$ cat src/design/pc_unit_map.svh
// register offsets, field positions, reset values and widths for the program counter unit
`ifndef PC_UNIT_MAP_SVH
`define PC_UNIT_MAP_SVH
`define PCU_LOW_BYTE_OFS    12'h000
`define PCU_HIGH_LATCH_OFS  12'h004
`define PCU_CTRL_OFS        12'h008
`define PCU_STATUS_OFS      12'h00C
`define PCU_PC_W            13
`define PCU_HI_W            5
`define PCU_JUMP_W          11
`define PCU_STACK_DEPTH     8
`define PCU_PAGE_MSB        4
`define PCU_PAGE_LSB        3
`define PCU_PC_RESET        13'h0000
`define PCU_LATCH_RESET     8'h00
`define PCU_MEM_8K          2'h2
`endif

$ cat src/design/pc_unit_pkg.sv
// types shared by the program counter unit
package pc_unit_pkg;
  typedef enum logic [2:0] {OP_NONE, OP_STEP, OP_JUMP, OP_CALL, OP_RET, OP_IRQ} pc_op_t;
  typedef enum logic [1:0] {MEM_2K, MEM_4K, MEM_8K} mem_size_t;
endpackage

$ cat src/design/stack_if.sv
// push/pop carrier between the counter and the return stack
`timescale 1ns/1ps
interface stack_if #(parameter int W = 13);
  logic         push;
  logic         pop;
  logic [W-1:0] push_data;
  logic [W-1:0] top_data;
  modport ctrl (output push, output pop, output push_data, input top_data);
  modport stk  (input push, input pop, input push_data, output top_data);
endinterface

$ cat src/design/return_stack.sv
// circular return-address stack with hidden pointer
`timescale 1ns/1ps
module return_stack #(
  parameter int W     = 13,
  parameter int DEPTH = 8
) (
  // clock and reset
  input  wire logic clk_i,
  input  wire logic resetn_i,
  // stack port
  stack_if.stk      s
);
  localparam int PW = $clog2(DEPTH);
  logic [W-1:0]  mem_reg [DEPTH];
  logic [PW-1:0] ptr_reg;

  // pointer wraps both ways, no overflow or underflow flag exists
  always_ff @(posedge clk_i)
  begin
    if (!resetn_i)
      ptr_reg <= '0;
    else if (s.push)
      ptr_reg <= ptr_reg + PW'(1);
    else if (s.pop)
      ptr_reg <= ptr_reg - PW'(1);
  end

  // ninth push lands on the slot of the first
  always_ff @(posedge clk_i)
  begin
    if (s.push)
      mem_reg[ptr_reg] <= s.push_data;
  end

  assign s.top_data = mem_reg[ptr_reg - PW'(1)];

  chk_ptr_wrap: assert property (@(posedge clk_i) disable iff (!resetn_i)
    s.pop && !s.push && ptr_reg == '0 |=> ptr_reg == PW'(DEPTH - 1))
    else $error("stack pointer did not wrap on pop");
endmodule // return_stack

$ cat src/design/pc_unit.sv
// program counter, high latch, paging and return stack control with APB access
//
// Our own choices: the register addresses and the APB slave port.
`timescale 1ns/1ps
`include "pc_unit_map.svh"
module pc_unit #(
  parameter int                     PC_W     = `PCU_PC_W,
  parameter int                     DEPTH    = `PCU_STACK_DEPTH,
  parameter pc_unit_pkg::mem_size_t MEM_SIZE = pc_unit_pkg::MEM_8K
) (
  // clock and reset
  input  wire logic              clk_i,
  input  wire logic              resetn_i,
  // apb slave
  input  wire logic              psel_i,
  input  wire logic              penable_i,
  input  wire logic              pwrite_i,
  input  wire logic [11:0]       paddr_i,
  input  wire logic [31:0]       pwdata_i,
  input  wire logic [3:0]        pstrb_i,
  output logic                   pready_o,
  output logic      [31:0]       prdata_o,
  output logic                   pslverr_o,
  // decoder side
  input  wire pc_unit_pkg::pc_op_t op_i,
  input  wire logic [10:0]       jump_addr_i,
  input  wire logic [PC_W-1:0]   vector_i,
  // fetch address
  output logic      [PC_W-1:0]   pc_o
);
  logic [PC_W-1:0] pc_reg;
  logic [PC_W-1:0] pc_next;
  logic [7:0]      latch_reg;
  logic            halt_reg;
  logic            wr_en;
  logic            rd_en;
  logic            low_wr;
  logic [1:0]      page_bits;
  logic [PC_W-1:0] ret_addr;

  stack_if #(.W(PC_W)) stk ();

  return_stack #(.W(PC_W), .DEPTH(DEPTH)) u_stack (
    .clk_i    (clk_i),
    .resetn_i (resetn_i),
    .s        (stk)
  );

  function automatic logic addr_hit(input logic [11:0] a, input logic [11:0] ofs);
    return a == ofs;
  endfunction

  // zero-wait slave: every access completes in its first access cycle
  assign pready_o  = 1'b1;
  assign wr_en     = psel_i && penable_i && pwrite_i;
  assign rd_en     = psel_i && penable_i && !pwrite_i;
  assign pslverr_o = psel_i && penable_i && !(addr_hit(paddr_i, `PCU_LOW_BYTE_OFS)
                     || addr_hit(paddr_i, `PCU_HIGH_LATCH_OFS) || addr_hit(paddr_i, `PCU_CTRL_OFS)
                     || addr_hit(paddr_i, `PCU_STATUS_OFS));
  assign low_wr    = wr_en && pstrb_i[0] && addr_hit(paddr_i, `PCU_LOW_BYTE_OFS);

  // small parts drop latch bit 4 as a page bit
  assign page_bits = (MEM_SIZE == pc_unit_pkg::MEM_8K) ? latch_reg[`PCU_PAGE_MSB:`PCU_PAGE_LSB]
                                                       : {1'b0, latch_reg[`PCU_PAGE_LSB]};
  // return address of a call is the next instruction after it; an interrupt pushes the replaced instruction itself
  assign ret_addr  = pc_reg + PC_W'(1);

  // stack requests from the decoder
  assign stk.push      = !halt_reg && (op_i == pc_unit_pkg::OP_CALL || op_i == pc_unit_pkg::OP_IRQ);
  assign stk.pop       = !halt_reg && op_i == pc_unit_pkg::OP_RET;
  assign stk.push_data = (op_i == pc_unit_pkg::OP_IRQ) ? pc_reg : ret_addr;

  always_comb
  begin
    pc_next = pc_reg;
    if (low_wr)
      pc_next = {latch_reg[`PCU_HI_W-1:0], pwdata_i[7:0]};
    else if (!halt_reg)
    begin
      unique case (op_i)
        pc_unit_pkg::OP_NONE: pc_next = pc_reg;
        pc_unit_pkg::OP_STEP: pc_next = ret_addr;
        pc_unit_pkg::OP_JUMP,
        pc_unit_pkg::OP_CALL: pc_next = {page_bits, jump_addr_i};
        pc_unit_pkg::OP_RET:  pc_next = stk.top_data;
        pc_unit_pkg::OP_IRQ:  pc_next = vector_i;
        default:              pc_next = pc_reg;
      endcase
    end
  end

  // every reset clears the counter including its hidden high bits
  always_ff @(posedge clk_i)
  begin
    if (!resetn_i)
      pc_reg <= `PCU_PC_RESET;
    else
      pc_reg <= pc_next;
  end

  // only software changes the latch; stack traffic never does
  always_ff @(posedge clk_i)
  begin
    if (!resetn_i)
      latch_reg <= `PCU_LATCH_RESET;
    else if (wr_en && pstrb_i[0] && addr_hit(paddr_i, `PCU_HIGH_LATCH_OFS))
      latch_reg <= pwdata_i[7:0];
  end

  // control bit 0 freezes the decoder side so software can poke the counter
  always_ff @(posedge clk_i)
  begin
    if (!resetn_i)
      halt_reg <= 1'b0;
    else if (wr_en && pstrb_i[0] && addr_hit(paddr_i, `PCU_CTRL_OFS))
      halt_reg <= pwdata_i[0];
  end

  // high counter bits never appear on the bus; no stack status either
  always_ff @(posedge clk_i)
  begin
    if (!resetn_i)
      prdata_o <= 32'h0000_0000;
    else if (psel_i && !penable_i && !pwrite_i)
    begin
      if (addr_hit(paddr_i, `PCU_LOW_BYTE_OFS))
        prdata_o <= {24'h00_0000, pc_reg[7:0]};
      else if (addr_hit(paddr_i, `PCU_HIGH_LATCH_OFS))
        prdata_o <= {24'h00_0000, latch_reg};
      else if (addr_hit(paddr_i, `PCU_CTRL_OFS))
        prdata_o <= {31'h0000_0000, halt_reg};
      else if (addr_hit(paddr_i, `PCU_STATUS_OFS))
        prdata_o <= {31'h0000_0000, !halt_reg};
      else
        prdata_o <= 32'h0000_0000;
    end
  end

  assign pc_o = pc_reg;

  logic unused_rd;
  assign unused_rd = rd_en;

  chk_low_write: assert property (@(posedge clk_i) disable iff (!resetn_i)
    low_wr |=> pc_reg == {$past(latch_reg[4:0]), $past(pwdata_i[7:0])})
    else $error("low byte write did not load latch into counter");
  chk_jump_page: assert property (@(posedge clk_i) disable iff (!resetn_i)
    !low_wr && !halt_reg && op_i == pc_unit_pkg::OP_JUMP |=> pc_reg[10:0] == $past(jump_addr_i)
      && pc_reg[12:11] == $past(page_bits))
    else $error("jump target not formed from page bits and instruction");
  chk_reset_clear: assert property (@(posedge clk_i)
    !resetn_i |=> pc_reg[12:8] == 5'h00)
    else $error("reset left high counter bits set");
  chk_call_return: assert property (@(posedge clk_i) disable iff (!resetn_i)
    !low_wr && !halt_reg && op_i == pc_unit_pkg::OP_CALL ##1 !low_wr && !halt_reg
      && op_i == pc_unit_pkg::OP_RET |=> pc_reg == $past(pc_reg, 2) + 13'h0001)
    else $error("return did not restore address after call");
  chk_latch_keep: assert property (@(posedge clk_i) disable iff (!resetn_i)
    (stk.push || stk.pop) && !wr_en |=> $stable(latch_reg))
    else $error("stack operation changed the high latch");
  chk_irq_vector: assert property (@(posedge clk_i) disable iff (!resetn_i)
    !low_wr && !halt_reg && op_i == pc_unit_pkg::OP_IRQ |=> pc_reg == $past(vector_i))
    else $error("interrupt did not branch to vector");
  chk_small_page: assert property (@(posedge clk_i) disable iff (!resetn_i)
    MEM_SIZE != pc_unit_pkg::MEM_8K |-> page_bits[1] == 1'b0)
    else $error("small part used latch bit 4 as page bit");
  chk_read_low: assert property (@(posedge clk_i) disable iff (!resetn_i)
    psel_i && !penable_i && !pwrite_i && addr_hit(paddr_i, `PCU_LOW_BYTE_OFS) |=> prdata_o[31:8] == 24'h00_0000)
    else $error("high counter bits visible on read");

  cov_call: cover property (@(posedge clk_i) stk.push && op_i == pc_unit_pkg::OP_CALL);
  cov_ret: cover property (@(posedge clk_i) stk.pop);
  cov_irq: cover property (@(posedge clk_i) stk.push && op_i == pc_unit_pkg::OP_IRQ);
  cov_low_wr: cover property (@(posedge clk_i) low_wr);
endmodule // pc_unit

$ cat config.mk
export PLATFORM = sky130hd
export DESIGN_NAME = pc_unit
export DESIGN_NICKNAME = d
export VERILOG_FILES = /design/src/design/pc_unit_pkg.sv /design/src/design/stack_if.sv /design/src/design/return_stack.sv /design/src/design/pc_unit.sv
export VERILOG_INCLUDE_DIRS = /design/src /design/src/design
export SDC_FILE = /design/constraint.sdc
export NUM_CORES = 1
export LEC_CHECK = 0
export BUFFER_PORTS_ARGS = -buffer_cell sky130_fd_sc_hd__buf_2
export CAP_MARGIN = 40
export CORE_MARGIN = 5
export CORE_UTILIZATION = 62
export CTS_BUF_LIST = sky130_fd_sc_hd__clkbuf_8
export DETAILED_ROUTE_END_ITERATION = 7
export PLACE_DENSITY_LB_ADDON = 0.3
export SLEW_MARGIN = 10
export SYNTH_ARGS = -nofsm -noshare
export SYNTH_HDL_FRONTEND = slang
export SYNTH_HIERARCHICAL = 1
export SYNTH_SLANG_ARGS = --single-unit
$ cat constraint.sdc
create_clock -name clk_i -period 6.4 [get_ports clk_i]
set_input_delay 0.32 -clock clk_i [delete_from_list [all_inputs] [get_ports clk_i]]
set_output_delay 0.32 -clock clk_i [all_outputs]
set_load 0.05 [all_outputs]
==> results.sh, run 1 <==
export IMPL_status="finished, final reports clean"
export IMPL_final_antenna_net_count=0
export IMPL_slew_violations=0
export IMPL_final_cell_count_without_fillers=816
export IMPL_synth_mux_area_fraction_pct=11.6
export IMPL_netlist_cell_type_count=64
export IMPL_drt_wirelength_per_cell_um=19.7
export IMPL_grt_antenna_before_repair=0
export IMPL_layout_cells_most_common="edfxtp_1"
export IMPL_hold_buffers=0
export IMPL_routed_wl_um=16100
export IMPL_detail_route_vias_per_cell=6.17
export IMPL_final_setup_tns_ps=0
export IMPL_path_clk_slew_ps=80
export IMPL_cts_max_path_buffers=2
export IMPL_synth_area_leaders="edfxtp_1 (45%), mux2i_1 (11%), dfxtp_1 (9.6%)"
export IMPL_pwr_density_cell_nw_per_um2=274
export IMPL_synth_xor_area_share_pct=2.63
export IMPL_fin_crit_sh_pct=50.6
export IMPL_x_dimension_of_the_die_um=115
export IMPL_design_core_area_um2=10900
export IMPL_hold_viol_final=0
export IMPL_number_of_max_cap_violations=0
export IMPL_multiInputGateArea_um2=2810
export IMPL_largest_family_of_logic_cells_by_synthesized_area="simple AND/OR/NAND/NOR gates"
export IMPL_htree_num_levels=4
export IMPL_hold_worst_slack_ps=140
export IMPL_grt_start_max_net_pins=35
export IMPL_global_route_overflow_total=0
export IMPL_dp_worst_setup_slack_ps=3210
export IMPL_arrival_ps=3550
export IMPL_rsz_0062_raised_after_global_routing="false"
export IMPL_peakVddDrop_uv=178
export IMPL_die_area_um2=13300
export IMPL_async_flop_share_pct=0
export IMPL_report_final_setup_viol=0
export IMPL_fillerInstances=759
export IMPL_clock_sink_count=137
export IMPL_seqCellArea_um2=3780
export IMPL_clock_root_cell="clkbuf_8"
export IMPL_cts_repair_resize_count=0
export IMPL_worstPathMaxFanout=34
export IMPL_worstSetupStartpointType="register"
export IMPL_worst_ep_required_time_ps=6720
export IMPL_share_of_yosys_cell_area_claimed_by_the_top_area_cell_type_pct=45.3
export IMPL_synth_cell_area_um2=6890
export IMPL_design_portCount=127
export IMPL_edff_count_synth=104
export IMPL_ys_seq_area_share_pct=54.9
export IMPL_place_congestion=0.945
export IMPL_dp_hpwl_um=11100
export IMPL_fin_skew_ps=10.0
export IMPL_min_path_type="in2reg"
export IMPL_most_common_layout_cells="edfxtp_1 (104), mux2i_1 (74), buf_2 (74)"
export IMPL_drt_first_iter_violations=401
export IMPL_layout_nets=746
export IMPL_power_leakage_nw=2.86
export IMPL_critPathCaptureType="register"
export IMPL_synth_seq_cells=137
export IMPL_floorplan_initialDensity_pct=63.3
export IMPL_vias=5037
export IMPL_grt_use_total_pct=24.1
export IMPL_area_delta_synth_final_pct=12.0
export IMPL_grt_first_pass_wirelength_um=24400
export IMPL_largest_register_ff_count=104
export IMPL_timing_max_slew_rel_slack_pct=47.6
export IMPL_via_count_of_the_first_global_routing_pass=4654
export IMPL_synth_compound_area_share_pct=8.34
export IMPL_post_place_cells=784
export IMPL_fin_crit_ps=3240
export IMPL_worstSetupPathType="reg2reg"
export IMPL_avgSynthCellArea_um2=11.5
export IMPL_placementRows=38
export IMPL_adder_cell_fraction_of_synth_area_pct=0.545
export IMPL_port_buffer_count=74
export IMPL_ratio_of_cells_with_drive_above_1_in_the_final_layout_pct=20.6
export IMPL_synth_main_ff_cell="edfxtp_1"
export IMPL_fin_ws_ps=3160
export IMPL_detail_route_first_pass_iterations=5
export IMPL_worstMarginPinSlew_ps=785
export IMPL_cts_tree="yes"
export IMPL_clkLatencyLatePin_ps=430
export IMPL_die_height_um=115
export IMPL_post_route_drc_count=0
export IMPL_synth_simple_area_share_pct=16.2
export IMPL_max_freq_mhz=309
export IMPL_postCtsSetupRepairBufs=0
export IMPL_syn_inst=598
export IMPL_netlist_top_cell_by_area="edfxtp_1"
export IMPL_yosys_warnings=6
export IMPL_cts_buffers_inserted=17
export IMPL_diodes=0
power breakdown:
group	internal [mW]	switching, mW
logic	0.147	0.267
clock network	0.321	0.366
registers	0.992	0.0233
total	1.46	0.656
logic make-up (layout without fill, tap and decap cells):
group                    after synthesis  after routing
AO/OA/AOI/OAI                         85             85
XOR/XNOR                              19             19
adder cells (fa/ha/maj)                3              3
buffers and inverters                 74            129
flip-flops                           137            137
multiplexers                          79             79
other                                  2             25
AND/OR/NAND/NOR                      199            199
path summary, 6_finish.rpt:
path                      startpoint          end  slack [ps]  cells past startpoint
hold reg to reg          prdata_o[1]  prdata_o[1]         490                      2
hold / removal           pwdata_i[1]      pc_o[1]         140                      3
setup reg to reg  u_stack/ptr_reg[0]     pc_o[10]        3160                     12
setup / recovery  u_stack/ptr_reg[0]     pc_o[10]        3160                     12
worst max-delay path, cell delays in order, from the launching register on:
cell	delay (ps)
dfxtp_1	310
buf_4	370
inv_2	80
ha_2	610
buf_16	230
buf_12	230
mux2i_1	200
nand3_1	90
and4_1	240
a21oi_1	150
o31ai_1	120
o211a_1	160
a311o_1	310
routing by layer:
layer | GRT usage, % | vias up | wire [um]
met2 | 39.6 | 235 | 7680
met1 | 33.4 | 2456 | 6820
li1 | - | 2325 | -
met3 | 4.86 | 21 | 1350
met5 | 0 | - | 0
met4 | 5.32 | 0 | 196
synthesized netlist by cell type, drive strengths merged (5+ instances only):
cell type	instances
o21ai	14
dfxtp	33
inv	7
and4	17
nor2	41
a2bb2oi	5
xor2	8
mux2i	74
nand4	7
a21oi	24
nand3	65
clkbuf	27
xnor2	11
nor4	7
nand2	27
mux2	5
buf	40
edfxtp	104
nor3	9
cell type report:
class,instances,share of cell area (%)
inverter,7,0.340
clock inverter,15,2.04
multi-input combinational,410,36.4
tap,140,2.27
timing repair buffer,90,6.87
clock buffer,17,3.03
sequential,137,49.0
metrics by stage:
step	utilization, %	cell area, um^2	power (mW)
after CTS	70.9	7720	2.12
after floorplan	-	6980	1.34
after global routing	70.9	7720	2.20
after global placement	66.9	7280	1.42
final	70.9	7720	2.12
after detailed placement	67.3	7330	1.44
Note: power is estimated with default switching activity, not from simulation.
==> run 2, diff against run 1 <==
- CORE_UTILIZATION: 62 -> 52
- clock period: 6.4 -> 2.89 ns (I/O delays scaled with it)
==> run 2 against run 1 <==
Global-route usage decreased by 2.2 points. Die area increased by 17%. Via count is 3.2% higher. Critical path type unchanged. Power increased by 120%. Combinational power up 130%. Sequential cell count stayed put. Routed wire length up 5.0%. Cell area rose by 2.5%. Register-to-register slack worse by 2800 ps.
==> results.sh, run 2 (synthesis results as in run 1) <==
export IMPL_grt_antenna_before_repair=0
export IMPL_drt_wirelength_per_cell_um=19.2
export IMPL_cts_repair_resize_count=0
export IMPL_hold_buffers=8
export IMPL_area_delta_synth_final_pct=14.9
export IMPL_die_height_um=125
export IMPL_global_route_overflow_total=0
export IMPL_path_clk_slew_ps=70
export IMPL_placementRows=42
export IMPL_floorplan_initialDensity_pct=52.4
export IMPL_grt_start_max_net_pins=34
export IMPL_post_route_drc_count=0
export IMPL_seqCellArea_um2=3780
export IMPL_detail_route_first_pass_iterations=6
export IMPL_fin_crit_sh_pct=88.7
export IMPL_status="finished, final reports clean"
export IMPL_postPlaceCellArea_um2=7460
export IMPL_dp_hpwl_um=12100
export IMPL_timing_max_slew_rel_slack_pct=51.7
export IMPL_final_antenna_net_count=0
export IMPL_rsz_0062_raised_after_global_routing="false"
export IMPL_routed_wl_um=16900
export IMPL_min_path_type="in2reg"
export IMPL_cts_max_path_buffers=2
export IMPL_number_of_max_cap_violations=0
export IMPL_power_leakage_nw=2.95
export IMPL_critPathCaptureType="register"
export IMPL_worstPathMaxFanout=11
export IMPL_slew_violations=0
export IMPL_cts_tree="yes"
export IMPL_postCtsSetupRepairBufs=0
export IMPL_worstSetupStartpointType="register"
export IMPL_final_setup_tns_ps=0
export IMPL_vias=5197
export IMPL_worstMarginPinSlew_ps=720
export IMPL_arrival_ps=2890
export IMPL_layout_nets=770
export IMPL_cts_buffers_inserted=17
export IMPL_worst_ep_required_time_ps=3220
export IMPL_grt_first_pass_wirelength_um=26400
export IMPL_report_final_setup_viol=0
export IMPL_htree_num_levels=4
export IMPL_via_count_of_the_first_global_routing_pass=4895
export IMPL_worstHoldStart="resetn_i"
export IMPL_ratio_of_cells_with_drive_above_1_in_the_final_layout_pct=22.0
export IMPL_finalInstanceArea_um2=7910
export IMPL_hold_path_depth=2
export IMPL_clock_root_cell="clkbuf_8"
export IMPL_most_common_layout_cells="edfxtp_1 (104), mux2i_1 (74), buf_2 (74)"
export IMPL_die_area_um2=15700
export IMPL_place_congestion=0.917
export IMPL_largest_register_ff_count=104
export IMPL_grt_use_total_pct=21.8
export IMPL_fin_skew_ps=13.0
export IMPL_clock_sink_count=137
export IMPL_drt_first_iter_violations=474
export IMPL_diodes=0
export IMPL_port_buffer_count=74
export IMPL_peakVddDrop_uv=554
export IMPL_fillerInstances=1085
export IMPL_layout_cells_most_common="edfxtp_1"
export IMPL_rr_startpoint="u_stack/ptr_reg[1]"
export IMPL_fin_crit_ps=2560
export IMPL_clkLatencyLatePin_ps=450
export IMPL_hold_viol_final=0
export IMPL_x_dimension_of_the_die_um=125
export IMPL_worstSetupPathType="reg2reg"
export IMPL_design_core_area_um2=13100
export IMPL_startpoint="u_stack/ptr_reg[1]"
export IMPL_pwr_density_cell_nw_per_um2=586
export IMPL_rr_worst_depth=12
export IMPL_max_freq_mhz=390
export IMPL_design_portCount=127
export IMPL_detail_route_vias_per_cell=5.93
export IMPL_multiInputGateArea_um2=2810
[run 2: worst paths after layout]
path | endpoint | slack, ps
worst min-delay path | u_stack/ptr_reg[1] | 150
worst max-delay path | pc_o[1] | 330
worst min register to register | prdata_o[6] | 500
worst max register to register | pc_o[1] | 330
[run 2: critical path, stage by stage, from the launching register on]
cell and delay [ps]:
dfxtp_1 380, inv_1 80, ha_2 380, buf_4 240, buf_4 190, mux2i_1 240
nand3_1 120, and4_1 190, mux2i_1 170, a211o_1 150, nand3_1 80, o211ai_1 130
a21oi_1 100
[run 2: final cells by class]
type	instances	share of cell area, %
inverter	7	0.332
sequential	137	47.8
multi-input combinational	410	35.5
clock buffer	17	2.96
clock inverter	15	1.71
tap	176	2.78
timing repair buffer	114	8.89
[run 2: power breakdown]
group          internal, mW  switching (mW)  total [mW]
Clock                 0.748           0.700        1.45
Sequential             2.20          0.0457        2.24
Combinational         0.342           0.601       0.943
Total                  3.29            1.35        4.63
[run 2: metrics by stage]
| step | setup slack (ps) | hold slack (ps) | utilization (%) | power, mW | std cells |
|---|---|---|---|---|---|
| floorplan | 98.1 | 285 | - | 2.96 | 621 |
| global placement | 387 | 398 | 56.8 | 3.20 | 836 |
| detailed placement | 339 | 407 | 56.8 | 3.21 | 836 |
| CTS | 320 | 105 | 60.2 | 4.66 | 876 |
| global route | 160 | 111 | 60.2 | 4.83 | 876 |
| finish | 327 | 151 | 60.2 | 4.63 | 876 |
[run 2: layer usage]
metal | global-route usage (%) | vias up | wire (um)
li1 | - | 2380 | -
met1 | 30.9 | 2528 | 7380
met2 | 32.3 | 264 | 7650
met3 | 6.99 | 25 | 1560
met4 | 6.76 | 0 | 272
met5 | 0 | - | 0
==> run 3, diff against run 2 <==
- CORE_MARGIN: 5 -> not set
- PLACE_DENSITY: not set -> 0.84
- PLACE_DENSITY_LB_ADDON: 0.3 -> not set
==> run 3 against run 2 <==
Global-route usage grew 3.7 points. Sequential power barely moved. Sequential cell count did not move. Non-clock buffer count decreased by 3. Critical path depth decreased by 1. First-iteration DRC count grew 50%.
==> results.sh, run 3 (synthesis results as in run 1) <==
export IMPL_drt_first_iter_violations=713
export IMPL_worstSetupStartpointType="register"
export IMPL_area_delta_synth_final_pct=14.8
export IMPL_grt_first_pass_wirelength_um=25400
export IMPL_final_antenna_net_count=0
export IMPL_diodes=0
export IMPL_critPathCaptureType="register"
export IMPL_post_place_cells=829
export IMPL_grt_antenna_before_repair=0
export IMPL_dp_hpwl_um=11500
export IMPL_design_core_area_um2=12800
export IMPL_fin_skew_ps=14.7
export IMPL_crit_path_cell_trace="inv_1 -> ha_2 -> xnor2_2 -> buf_4 -> nand3_1 -> and4_1 -> mux2i_1 -> a21oi_1 -> o22a_1 -> o221ai_1 -> a21oi_1"
export IMPL_drt_wirelength_per_cell_um=19.1
export IMPL_hold_worst_slack_ps=120
export IMPL_status="finished, final reports clean"
export IMPL_fillerInstances=970
export IMPL_clock_root_cell="clkbuf_8"
export IMPL_power_leakage_nw=2.95
export IMPL_fin_crit_ps=2650
export IMPL_x_dimension_of_the_die_um=117
export IMPL_worstReg2RegEnd="pc_o[2]"
export IMPL_global_route_overflow_total=0
export IMPL_routed_wl_um=16600
export IMPL_cp_depth=11
export IMPL_grt_use_total_pct=25.6
export IMPL_min_path_type="in2reg"
export IMPL_worstHoldStart="resetn_i"
export IMPL_vias=5291
export IMPL_worstMarginPinSlew_ps=755
export IMPL_place_congestion=0.940
export IMPL_report_final_setup_viol=0
export IMPL_worstSetupPathType="reg2reg"
export IMPL_port_buffer_count=74
export IMPL_worst_ep_required_time_ps=3210
export IMPL_critical_path_buf_inv_count=2
export IMPL_peakVddDrop_uv=530
export IMPL_cts_buffers_inserted=17
export IMPL_layout_cells_most_common="edfxtp_1"
export IMPL_path_clk_slew_ps=80
export IMPL_pwr_density_cell_nw_per_um2=591
export IMPL_cts_repair_resize_count=0
export IMPL_cts_max_path_buffers=2
export IMPL_rr_startpoint="u_stack/ptr_reg[1]"
export IMPL_hold_viol_final=0
export IMPL_critPathTopFamily="compound AO/OA/AOI/OAI gates"
export IMPL_most_common_layout_cells="edfxtp_1 (104), mux2i_1 (74), buf_2 (74)"
export IMPL_hold_buffers=8
export IMPL_worstHoldEndpoint="u_stack/ptr_reg[1]"
export IMPL_largest_register_ff_count=104
export IMPL_grt_start_max_net_pins=34
export IMPL_worstPathMaxFanout=12
export IMPL_max_stage_delay_ps=390
export IMPL_number_of_max_cap_violations=0
export IMPL_clkLatencyLatePin_ps=450
export IMPL_fin_crit_sh_pct=91.7
export IMPL_postPlaceCellArea_um2=7450
export IMPL_utilization_pct=61.9
export IMPL_placementRows=41
export IMPL_detail_route_vias_per_cell=6.09
export IMPL_cpMaxStageDelayCell="dfxtp_1"
export IMPL_final_cell_count_without_fillers=869
export IMPL_max_freq_mhz=377
export IMPL_arrival_ps=2970
export IMPL_post_route_drc_count=0
export IMPL_die_height_um=117
export IMPL_hold_path_depth=2
export IMPL_detail_route_first_pass_iterations=6
export IMPL_via_count_of_the_first_global_routing_pass=4920
export IMPL_die_area_um2=13700
export IMPL_r2r_slack_ps=240
export IMPL_rsz_0062_raised_after_global_routing="false"
export IMPL_rr_worst_depth=11
export IMPL_clock_sink_count=137
export IMPL_slew_violations=0
export IMPL_htree_num_levels=4
export IMPL_floorplan_initialDensity_pct=53.9
export IMPL_timing_max_slew_rel_slack_pct=49.3
export IMPL_design_portCount=127
export IMPL_ratio_of_cells_with_drive_above_1_in_the_final_layout_pct=21.8
export IMPL_finalInstanceArea_um2=7910
export IMPL_final_setup_tns_ps=0
export IMPL_critPathMostFrequentCell="a21oi_1"
export IMPL_cts_tree="yes"
export IMPL_layout_nets=767
export IMPL_postCtsSetupRepairBufs=0
-- run 3: cell types whose count changed in the layout (fill, tap and decap cells not counted) --
cell,previous run,this run
inv_8,0,2
buf_12,1,2
clkinv_4,2,4
buf_4,31,27
inv_6,0,4
clkinvlp_4,2,1
clkinv_2,7,2
bufinv_16,2,1
clkinv_1,2,0
inv_1,6,7
-- run 3: routing by layer --
layer  vias to the layer above  part of all wire, %  global-route usage, %
met5                         -                    0                      0
met4                         0                  3.0                   11.4
met3                        65                  9.4                   6.54
li1                       2370                    -                      -
met2                       328                   48                   39.5
met1                      2528                   40                   34.3
-- run 3: cell type report --
class                      count  area (um^2)  share of cell area (%)
clock buffer                  17          234                    2.96
inverter                       7         26.3                   0.332
sequential                   137         3780                    47.8
clock inverter                15          144                    1.82
timing repair buffer         111          693                    8.77
tap                          172          215                    2.72
multi-input combinational    410         2810                    35.6
-- run 3: power breakdown --
| group | switching, mW | internal [mW] |
|---|---|---|
| combinational | 0.605 | 0.340 |
| clock | 0.782 | 0.699 |
| sequential | 0.0499 | 2.20 |
| total | 1.44 | 3.24 |
-- run 3: worst reg2reg max path: stages (launching register included) --
cell and delay, ps:
dfxtp_1 390, inv_1 90, ha_2 220, xnor2_2 390, buf_4 290, nand3_1 90, and4_1 190, mux2i_1 220
a21oi_1 110, o22a_1 190, o221ai_1 250, a21oi_1 100
-- run 3: worst max path at each step --
| stage | from | to |
|---|---|---|
| after floorplan | u_stack/ptr_reg[0] | pc_o[3] |
| after global placement | u_stack/ptr_reg[1] | pc_o[2] |
| after detailed placement | u_stack/ptr_reg[1] | pc_o[2] |
| after CTS | u_stack/ptr_reg[1] | pc_o[2] |
| after global routing | u_stack/ptr_reg[1] | pc_o[2] |
| final | u_stack/ptr_reg[1] | pc_o[2] |
-- run 3: stage by stage --
stage	power (mW)	setup WS, ps
after global placement	3.18	415
final	4.67	241
after CTS	4.67	313
after detailed placement	3.21	327
after global routing	4.85	138
after floorplan	2.96	98.1
